===== src/verilog/tcr_pkg.sv =====
package tcr_pkg;

   // ---------------------------------------------------------------
   // Register offsets
   // ---------------------------------------------------------------
   localparam logic [7:0] TCR_OFS_OPERATING_CONTROL    = 8'h00;
   localparam logic [7:0] TCR_OFS_RESERVED_02          = 8'h02;
   localparam logic [7:0] TCR_OFS_HOST_OUTPUT_LEVELS   = 8'h01;
   localparam logic [7:0] TCR_OFS_CONFIG_SOURCE_STATUS = 8'h03;

   // ---------------------------------------------------------------
   // Field positions
   // ---------------------------------------------------------------
   localparam int TCR_BIT_DEEP_SLEEP    = 4;
   localparam int TCR_BIT_SOFT_RESET    = 3;
   localparam int TCR_MODE_MSB          = 2;
   localparam int TCR_OUT_MSB           = 7;
   localparam int TCR_OUT_LSB           = 4;
   localparam int TCR_BIT_FACTORY_LOADED = 6;

   // ---------------------------------------------------------------
   // Values after reset
   // ---------------------------------------------------------------
   localparam logic [7:0] TCR_RST_OPERATING_CONTROL  = 8'h00;
   localparam logic [7:0] TCR_RST_HOST_OUTPUT_LEVELS = 8'h00;
   localparam logic [7:0] TCR_RST_STATUS             = 8'h00;
   localparam logic [7:0] TCR_UNDEFINED_READ         = 8'h00;

   // ---------------------------------------------------------------
   // Function selector codes
   // ---------------------------------------------------------------
   localparam logic [2:0] TCR_FN_NORMAL     = 3'h0;
   localparam logic [2:0] TCR_FN_LED_SETUP  = 3'h1;
   localparam logic [2:0] TCR_FN_DEV_SETUP  = 3'h2;
   localparam logic [2:0] TCR_FN_PROD_TEST  = 3'h3;
   localparam logic [2:0] TCR_FN_DEBUG_DATA = 3'h4;

   // ---------------------------------------------------------------
   // Timing
   // ---------------------------------------------------------------
   localparam int TCR_CLOCK_PERIOD_NS     = 40;
   localparam int TCR_SOFT_RESET_NS       = 1000;
   localparam int TCR_SOFT_RESET_CYCLES   =
      (TCR_SOFT_RESET_NS + TCR_CLOCK_PERIOD_NS - 1) / TCR_CLOCK_PERIOD_NS;
   localparam logic [4:0] TCR_SOFT_RESET_LAST = 5'(TCR_SOFT_RESET_CYCLES - 1);

   // Sequencer states
   typedef enum logic [1:0] {
      TCR_SEQ_IDLE,
      TCR_SEQ_DEEP,
      TCR_SEQ_RESET
   } tcr_seq_state_t;

endpackage


===== src/verilog/tcr_op_if.sv =====
`timescale 1ns/100ps
interface tcr_op_if;
   // Requests from the register bank
   logic sleep_bit;
   logic reset_bit;
   logic wake_event;
   // State and completion from the sequencer
   logic deep_active;
   logic reset_active;
   logic sleep_done;
   logic reset_done;

   modport bank (output sleep_bit, output reset_bit, output wake_event,
                 input deep_active, input reset_active, input sleep_done, input reset_done);
   modport seq  (input sleep_bit, input reset_bit, input wake_event,
                 output deep_active, output reset_active, output sleep_done, output reset_done);
endinterface


===== src/verilog/tcr_operating_regs.sv =====
// Behaviour
// Every register has a fixed access kind and a fixed value right after reset.
// The reserved offset holds nothing and reads back a meaningless value, here zero.
// Reserved bits do nothing; writes to them are dropped and they read as zero.
// Read/write registers with reset value zero read zero after reset and take host writes.
// Writing one to bit 4 at offset 00h puts the device into deep sleep; the bit clears on exit.
// While bit 4 reads zero the device stays in normal sleep, not deep sleep.
// Writing one to bit 3 at offset 00h resets the controller; writing zero does nothing.
// The deep sleep and soft reset bits clear themselves once their operation is done.
// Bits 2:0 at offset 00h pick the function; codes 101 to 111 are invalid and ignored.
// Bits 7:4 at offset 01h drive host outputs 3:0, zero low and one high.
// Bit 6 at offset 03h reads one when factory defaults were loaded, zero for user setup.
// Writes to the status register at offset 03h change nothing.
`timescale 1ns/100ps
module tcr_operating_regs
   import tcr_pkg::*;
(
   // Clock and reset
   input  wire logic       clock,
   input  wire logic       rst_n,
   // Register port
   input  wire logic       reg_wr,
   input  wire logic       reg_rd,
   input  wire logic [7:0] reg_addr,
   input  wire logic [7:0] reg_wdata,
   output      logic [7:0] reg_rdata,
   output      logic       reg_rvalid,
   // Device core
   input  wire logic       factory_defaults_loaded,
   input  wire logic       wake_event,
   output      logic       deep_sleep_active,
   output      logic       soft_reset_active,
   output      logic [2:0] function_select,
   // Host controlled outputs
   output      logic [3:0] host_output
);

   // ---------------------------------------------------------------
   // Storage
   // ---------------------------------------------------------------
   tcr_op_if   op ();
   logic       sleep_bit;
   logic       reset_bit;
   logic       strap_taken;
   logic       factory_flag;
   logic       wr_ctrl;
   logic       wr_out;
   logic       mode_ok;
   logic [7:0] next_rdata;

   // Access decode; the status offset has no write path
   assign wr_ctrl = reg_wr && (reg_addr == TCR_OFS_OPERATING_CONTROL);
   assign wr_out  = reg_wr && (reg_addr == TCR_OFS_HOST_OUTPUT_LEVELS);
   assign mode_ok = (reg_wdata[TCR_MODE_MSB:0] <= TCR_FN_DEBUG_DATA);

   // ---------------------------------------------------------------
   // Sequencer
   // ---------------------------------------------------------------

   // Bank side of the link
   assign op.sleep_bit  = sleep_bit;
   assign op.reset_bit  = reset_bit;
   assign op.wake_event = wake_event;

   tcr_power_seq u_seq (
      .clock (clock),
      .rst_n (rst_n),
      .op    (op.seq)
   );

   // ---------------------------------------------------------------
   // Operating control
   // ---------------------------------------------------------------

   // Deep sleep bit: host set wins over the done clear
   always_ff @(posedge clock or negedge rst_n) begin
      if (!rst_n) begin
         sleep_bit <= TCR_RST_OPERATING_CONTROL[TCR_BIT_DEEP_SLEEP];
      end else if (wr_ctrl && reg_wdata[TCR_BIT_DEEP_SLEEP]) begin
         sleep_bit <= 1'b1;
      end else if (op.sleep_done || op.reset_done) begin
         sleep_bit <= 1'b0;
      end
   end

   // Soft reset bit: writing zero leaves it alone
   always_ff @(posedge clock or negedge rst_n) begin
      if (!rst_n) begin
         reset_bit <= TCR_RST_OPERATING_CONTROL[TCR_BIT_SOFT_RESET];
      end else if (wr_ctrl && reg_wdata[TCR_BIT_SOFT_RESET]) begin
         reset_bit <= 1'b1;
      end else if (op.reset_done) begin
         reset_bit <= 1'b0;
      end
   end

   // Function selector; invalid codes are dropped, soft reset returns to normal
   always_ff @(posedge clock or negedge rst_n) begin
      if (!rst_n) begin
         function_select <= TCR_RST_OPERATING_CONTROL[TCR_MODE_MSB:0];
      end else if (wr_ctrl && mode_ok) begin
         function_select <= reg_wdata[TCR_MODE_MSB:0];
      end else if (op.reset_done) begin
         function_select <= TCR_FN_NORMAL;
      end
   end

   // ---------------------------------------------------------------
   // Host outputs
   // ---------------------------------------------------------------

   // Upper nibble drives the pins, soft reset returns them low
   always_ff @(posedge clock or negedge rst_n) begin
      if (!rst_n) begin
         host_output <= TCR_RST_HOST_OUTPUT_LEVELS[TCR_OUT_MSB:TCR_OUT_LSB];
      end else if (wr_out) begin
         host_output <= reg_wdata[TCR_OUT_MSB:TCR_OUT_LSB];
      end else if (op.reset_done) begin
         host_output <= TCR_RST_HOST_OUTPUT_LEVELS[TCR_OUT_MSB:TCR_OUT_LSB];
      end
   end

   // ---------------------------------------------------------------
   // Configuration source status
   // ---------------------------------------------------------------

   // Strap caught once, on the first edge after reset release
   always_ff @(posedge clock or negedge rst_n) begin
      if (!rst_n) begin
         strap_taken  <= 1'b0;
         factory_flag <= TCR_RST_STATUS[TCR_BIT_FACTORY_LOADED];
      end else if (!strap_taken) begin
         strap_taken  <= 1'b1;
         factory_flag <= factory_defaults_loaded;
      end
   end

   // ---------------------------------------------------------------
   // Core state outputs
   // ---------------------------------------------------------------

   // Registered copies of sequencer state
   always_ff @(posedge clock or negedge rst_n) begin
      if (!rst_n) begin
         deep_sleep_active <= 1'b0;
         soft_reset_active <= 1'b0;
      end else begin
         deep_sleep_active <= op.deep_active;
         soft_reset_active <= op.reset_active;
      end
   end

   // ---------------------------------------------------------------
   // Read path
   // ---------------------------------------------------------------

   // Read mux; reserved bits and offsets give zero
   always_comb begin
      next_rdata = TCR_UNDEFINED_READ;
      case (reg_addr)
         TCR_OFS_OPERATING_CONTROL: begin
            next_rdata[TCR_BIT_DEEP_SLEEP]  = sleep_bit;
            next_rdata[TCR_BIT_SOFT_RESET]  = reset_bit;
            next_rdata[TCR_MODE_MSB:0]      = function_select;
         end
         TCR_OFS_HOST_OUTPUT_LEVELS: begin
            next_rdata[TCR_OUT_MSB:TCR_OUT_LSB] = host_output;
         end
         TCR_OFS_CONFIG_SOURCE_STATUS: begin
            next_rdata[TCR_BIT_FACTORY_LOADED] = factory_flag;
         end
         default: begin
            next_rdata = TCR_UNDEFINED_READ;
         end
      endcase
   end

   // Read data one cycle after the request
   always_ff @(posedge clock or negedge rst_n) begin
      if (!rst_n) begin
         reg_rdata  <= 8'h00;
         reg_rvalid <= 1'b0;
      end else begin
         reg_rvalid <= reg_rd;
         if (reg_rd) begin
            reg_rdata <= next_rdata;
         end
      end
   end
endmodule


===== src/verilog/tcr_power_seq.sv =====
`timescale 1ns/100ps
module tcr_power_seq
   import tcr_pkg::*;
(
   // Clock and reset
   input wire logic clock,
   input wire logic rst_n,
   // Link to the register bank
   tcr_op_if.seq    op
);

   tcr_seq_state_t state;
   logic [4:0]     reset_count;

   // ---------------------------------------------------------------
   // Sequencer state
   // ---------------------------------------------------------------

   // Soft reset wins over deep sleep and its end clears the sleep bit; stay idle while neither set
   always_ff @(posedge clock or negedge rst_n) begin
      if (!rst_n) begin
         state <= TCR_SEQ_IDLE;
      end else begin
         case (state)
            TCR_SEQ_IDLE: begin
               if (op.reset_bit) begin
                  state <= TCR_SEQ_RESET;
               end else if (op.sleep_bit) begin
                  state <= TCR_SEQ_DEEP;
               end
            end
            TCR_SEQ_DEEP: begin
               if (op.wake_event) begin
                  state <= TCR_SEQ_IDLE;
               end
            end
            TCR_SEQ_RESET: begin
               if (reset_count == TCR_SOFT_RESET_LAST) begin
                  state <= TCR_SEQ_IDLE;
               end
            end
            default: begin
               state <= TCR_SEQ_IDLE;
            end
         endcase
      end
   end

   // Length of the soft reset pulse
   always_ff @(posedge clock or negedge rst_n) begin
      if (!rst_n) begin
         reset_count <= 5'h00;
      end else if (state == TCR_SEQ_RESET) begin
         reset_count <= reset_count + 5'h01;
      end else begin
         reset_count <= 5'h00;
      end
   end

   // ---------------------------------------------------------------
   // Status toward the bank
   // ---------------------------------------------------------------

   // Done strobes clear the self-clearing bits in the bank
   assign op.deep_active  = (state == TCR_SEQ_DEEP);
   assign op.reset_active = (state == TCR_SEQ_RESET);
   assign op.sleep_done   = (state == TCR_SEQ_DEEP) && op.wake_event;
   assign op.reset_done   = (state == TCR_SEQ_RESET) && (reset_count == TCR_SOFT_RESET_LAST);
endmodule

===== config.mk =====
export PLATFORM = sky130hd
export DESIGN_NAME = tcr_operating_regs
export DESIGN_NICKNAME = d
export VERILOG_FILES = /design/src/verilog/tcr_pkg.sv /design/src/verilog/tcr_op_if.sv /design/src/verilog/tcr_operating_regs.sv /design/src/verilog/tcr_power_seq.sv
export SDC_FILE = /design/constraint.sdc
export NUM_CORES = 1
export LEC_CHECK = 0
export BUFFER_PORTS_ARGS = -buffer_cell sky130_fd_sc_hd__buf_4
export CAP_MARGIN = 5
export CORE_MARGIN = 2
export CORE_UTILIZATION = 39
export DETAILED_ROUTE_END_ITERATION = 16
export GPL_ROUTABILITY_DRIVEN = 0
export SLEW_MARGIN = 20
export SYNTH_ARGS = -nofsm -noshare
export SYNTH_HDL_FRONTEND = slang
export SYNTH_SLANG_ARGS = --single-unit

===== constraint.sdc =====
create_clock -name clock -period 2.35 [get_ports clock]
set_input_delay 0.235 -clock clock [delete_from_list [all_inputs] [get_ports clock]]
set_output_delay 0.235 -clock clock [all_outputs]
set_load 0.03 [all_outputs]

; ---- Word level (Yosys, flattened, before mapping)
; Cells that the tools add are included.
[op_classes]
addsub = 1
mul = 0
n_div = 0
order_cmp = 1
n_eq_ne = 8
n_shift = 0
n_mux = 19
bitwise = 0
reduce_logical = 15
[op_table]
columns = op, n
row1 = two-way mux 4 bit, 3
row2 = equality test 8 x 1 -> 1 bit (second input constant), 1
row3 = equality test 8 x 2 -> 1 bit (second input constant), 1
row4 = zero test 8 bit, 1
row5 = two-way mux 2 bit, 4
row6 = nonzero test 2 bit, 4
row7 = logical AND 1 bit, 7
row8 = two-way mux 1 bit, 6
row9 = two-way mux 3 bit, 2
row10 = case mux 2 bit (3 select lines), 1
row11 = adder 5 x 1 -> 5 bit (second input constant), 1
row12 = equality test 5 bit (second input constant), 1
row13 = two-way mux 5 bit, 1
row14 = case mux 1 bit (2 select lines), 2
row15 = less-or-equal comparator 3 bit (second input constant), 1
row16 = != test 3 bit (second input constant), 1
row17 = AND reduction 3 bit, 1
row18 = equality test 2 x 1 -> 1 bit (second input constant), 1
row19 = equality test 2 bit (second input constant), 1
row20 = zero test 2 bit, 1
row21 = != test 2 x 1 -> 1 bit (second input constant), 1
row22 = != test 2 bit (second input constant), 1
row23 = logical OR 1 bit, 1
[totals]
ff_bits = 29
latch_bits = 0
ram_bits = 0
romBits = 0
inputBits = 22
output_inout_bits = 18
elab_cells = 56
n_memories = 0

; ---- Logic depth before layout (Yosys ltp)
[logic_depth]
depth_word = 5
ltp_mapped = 5

; ---- Cells and area by module
; From an unflattened synthesis, not the netlist that was laid out.
[unflattened]
cells_unflattened = 109
area_unflattened_um2 = 1333.8
[by_module_without_submodules]
columns = mod, n_inst, cells_per_inst, area_each_um2, seq_area_each_um2
row1 = tcr_operating_regs, 1, 74, 964.7, 550.5
row2 = tcr_power_seq, 1, 35, 369.1, 175.2

; ---- Least setup slack after synthesis
; OpenSTA, ideal clock, no wires.
[synth_path]
kind = input to register
startpoint = input reg_addr[3]
endpoint = register function_select[2]
setup_ns = 0.127
t_arrival_ns = 1.542
t_required_ns = 2.223
setup_slack_ns = 0.681
stages = 4
path_buffers = 1
path_cell_list = or4_1 > buf_2 > or4_4 > a21boi_1
[synth_between]
elab_chain_len = 4
[synth_rtl]
columns = element, line_no
row1 = start: declaration, tcr_operating_regs.sv:24  ; input wire logic [7:0] reg_addr,
row2 = zero test 8 bit (*), tcr_operating_regs.sv:52  ; assign wr_ctrl = reg_wr && (reg_addr == TCR_OFS_OPERATING_CONTROL);
row3 = logical AND 1 bit (*), tcr_operating_regs.sv:52
row4 = logical AND 1 bit (*), tcr_operating_regs.sv:101  ; end else if (wr_ctrl && mode_ok) begin
row5 = two-way mux 3 bit or nonzero test 2 bit (tied branches), -
row6 = end signal: assignment, tcr_operating_regs.sv:100  ; function_select <= TCR_RST_OPERATING_CONTROL[TCR_MODE_MSB:0];
row7 = end signal: assignment, tcr_operating_regs.sv:102  ; function_select <= reg_wdata[TCR_MODE_MSB:0];
row8 = end: declaration, tcr_operating_regs.sv:33  ; output logic [2:0] function_select,
; Mark *: on every way between the ends. The rest lies on a longest branch, timed or not.
; A chain may end at the register's enable or synchronous reset.

; ---- Worst setup path after layout
[layout_path]
startpoint = input reg_addr[3]
endpoint = register function_select[0]
; Same word-level chain as after synthesis.

==> impl_results.md <==
- Status: complete, no violations
- Cell Chain, Critical Path: buf_4 > or4_1 > or4_4 > a22oi_1
- CTS buffer count: 5
- Nature of the critical path startpoint: input port
- Seq pwr share: 54.2%
- Yosys Warn Count: 0
- Maximum vdd drop: 0.000462 V
- Crit path largest cell delay: 0.67 ns
- Vias in the first global route: 1042
- I/O Buffers: 39
- Max-Cap Viols: 0
- EDFF count, synth: 0
- Clk slew on worst S/H paths: 0.08 ns
- DRT antenna net count: 0
- Sink Count: 29
- Setup Fix Bufs, Post-CTS: 0
- Synth top cells by count: dfrtp_1 (29), nor2_1 (10), inv_1 (8)
- CTS tree: yes
- DR pass1 iterations: 4
- Final nets: 178
- Avg Cell Area, Syn: 11.5 um2
- Ports: 40
- Via count: 983
- Initial antenna violation count: 0
- Die width: 60.8 um
- Core Area: 3050 um2
- Internal power: 759 uW
- Worst R2R Setup Slack: 0.88 ns
- Crit path arrival time: 1.77 ns
- Crit path max-delay family: simple AND/OR/NAND/NOR gates
- # H-tree levels: 2
- Worst-Skew Late Latency: 0.32 ns
- CTS resizes: 0
- Share of layout cells above drive strength 1: 32.3%
- Global-route usage over all layers: 17.1%
- Post-synth top area share: 57.7%
- Final slew viol count: 0
- Pwr Density: 655 nW/um2
- Dpl hpwl: 1.97 mm
- Top_reg_cell synth: dfrtp_1
- Async SR Flop Fraction: 100%
- Total leakage power: 0.000793 uW
- Routed WL: 2.65 mm
- Crit path kind: in2reg
- RSZ-0062 raised after global routing: false
- Clock share of power: 25.3%
- Initial core utilization: 41.2%
- Setup TNS Final: 0 ns
- Register area: 726 um2
- Slowest cell on the critical path: or4_1
- Worst-path fanout max: 7
- Switch share: 30.3%
- Min Tclk post-route: 1.54 ns
- Fmax: 649 MHz
- Drt initial violations: 15
- Combinational share of power: 20.5%
- Flops & latches, synth: 29
- Yosys cell types: 32
- DRC Markers: 0
- Synth top area cells: dfrtp_1 (58%), mux2i_1 (4.8%), a22o_1 (4.2%)
- Congestion Overflow GR: 0
- Seq/Total Area, Yosys: 57.7%
- Rows: 20
- Finish-stage setup viols: 0
- Root buffer cell: clkbuf_4
- Syn nets: 133
- Area of the multi-input gates: 490 um2
- Largest net degree at the start of global routing: 30
- Worst Path Required: 2.58 ns
- Area growth from synthesis to layout: 31.9%
- Post-synthesis instance area: 1260 um2
- WL per Instance: 13.3 um
- Worst min-delay path category: in2reg
- Diodes inserted: 0
- Die Y-Extent: 60.8 um
- Fill cells: 289
- Die area: 3700 um2
- Final hold viol count: 0
- Most frequent cell after synthesis: dfrtp_1
- Final worst path period share: 65.6%
- Synth area leader: dfrtp_1
- Final core occ: 54.4%
- Net switching power: 329 uW
- Buf/Inv on CP: 1
- CP Capture Type: flip-flop
- Avg Vias per Cell: 4.94
- Setup Skew: 0.00457 ns
- First-pass GRT wire length: 4.55 mm
- Max Root-Sink Buffers: 2
- Synth Instances: 109
path summary, 6_finish.rpt:
| kind | start | end | cells after the start |
|---|---|---|---|
| setup / recovery | reg_addr[3] | function_select[0]$_DFFE_PN0P_ | 4 |
| setup reg to reg | u_seq.reset_count[0]$_DFF_PN0_ | op.sleep_bit$_DFFE_PN0P_ | 6 |
| max in group asynchronous | rst_n | host_output[2]$_DFFE_PN0P_ | 2 |
| hold / removal | reg_rd | reg_rvalid$_DFF_PN0_ | 1 |
| hold reg to reg | u_seq.state[0]$_DFFE_PN0P_ | u_seq.state[1]$_DFFE_PN0P_ | 1 |
| min in group asynchronous | rst_n | deep_sleep_active$_DFF_PN0_ | 2 |
layer usage:
metal / share of wire (%) / GRT usage [%]
met1: 43 / 19.0
met3: 6.4 / 6.18
met4: 1.6 / 6.52
met5: 0 / 0
met2: 49 / 30.0
kinds of logic (layout without fill, tap and decap cells):
family / Yosys count / in the layout / share of synthesized area [%]
compound gates: 23 / 23 / 13.1
xor+xnor: 3 / 3 / 2.09
fa+ha+maj: 2 / 2 / 1.99
buf+inv: 11 / 57 / 3.38
flops: 29 / 29 / 57.7
mux: 8 / 8 / 6.56
other cells: 1 / 1 / 0.298
simple gates: 32 / 32 / 14.9
worst register-to-register path: cells and delay by family, from the launching register on:
kind,cells,cell delay (ns)
flip-flops,1,0.42
AND/OR/NAND/NOR,2,0.31
buffers and inverters,2,0.24
AO/OA/AOI/OAI,1,0.24
adder cells (fa/ha/maj),1,0.14
registers in the layout (all words and copies together) (netlist names):
signal / cells
deep_sleep_active: 1
factory_flag: 1
function_select: 3
host_output: 4
op.reset_bit: 1
op.sleep_bit: 1
reg_rdata: 8
reg_rvalid: 1
soft_reset_active: 1
strap_taken: 1
u_seq.reset_count: 5
u_seq.state: 2
cell usage in the layout, fill, tap and decap left out, drive strengths merged:
master,Yosys,layout
dfrtp,29,29
nor3,3,3
a21oi,3,3
a21boi,1,1
mux2i,6,6
and2,1,1
a32o,1,1
or4b,1,1
buf,1,40
inv,8,8
or4,2,2
nand2,2,2
xor2,2,2
conb,1,1
a22o,6,6
a22oi,2,2
ha,2,2
clkbuf,2,8
or3,1,1
nor2b,5,5
nand2b,2,2
o21ai,7,7
dlygate4sd3,0,1
nand4b,1,1
xnor2,1,1
nand3,2,2
nor4,1,1
a41o,3,3
nor2,10,10
mux2,2,2
or2,1,1
stage by stage:
step           instances  cell area [um2]  setup WS [ns]  power, uW  hold WS, ns
2_1_floorplan        109             1260          0.681        726      -0.0606
3_3_place_gp         190             1600          0.508        820        0.176
3_5_place_dp         190             1600          0.474        828        0.179
4_1_cts              199             1660          0.821       1120       0.0625
5_1_grt              199             1660          0.756       1170       0.0629
6_report             199             1660          0.808       1090       0.0785
final cells by class:
class	instances	area share, %
inverter	8	1.81
multi-input combinational	69	29.5
tap	44	3.32
timing repair buffer	41	18.7
sequential	29	43.7
clock buffer	8	2.94
power groups by stage:
stage,Clock (uW),Sequential (uW),Combinational (uW)
floorplan,0,623,103
global placement,0,597,224
detailed placement,0,600,228
CTS,295,591,230
global route,312,598,256
finish,275,590,223
timing repair:
action                                  in CTS  in global routing
hold buffers                                 1                  0
hold endpoints to repair                    29                  0
endpoints found under the setup margin       0                  0
No activity file was read; power rests on OpenSTA's default activity.
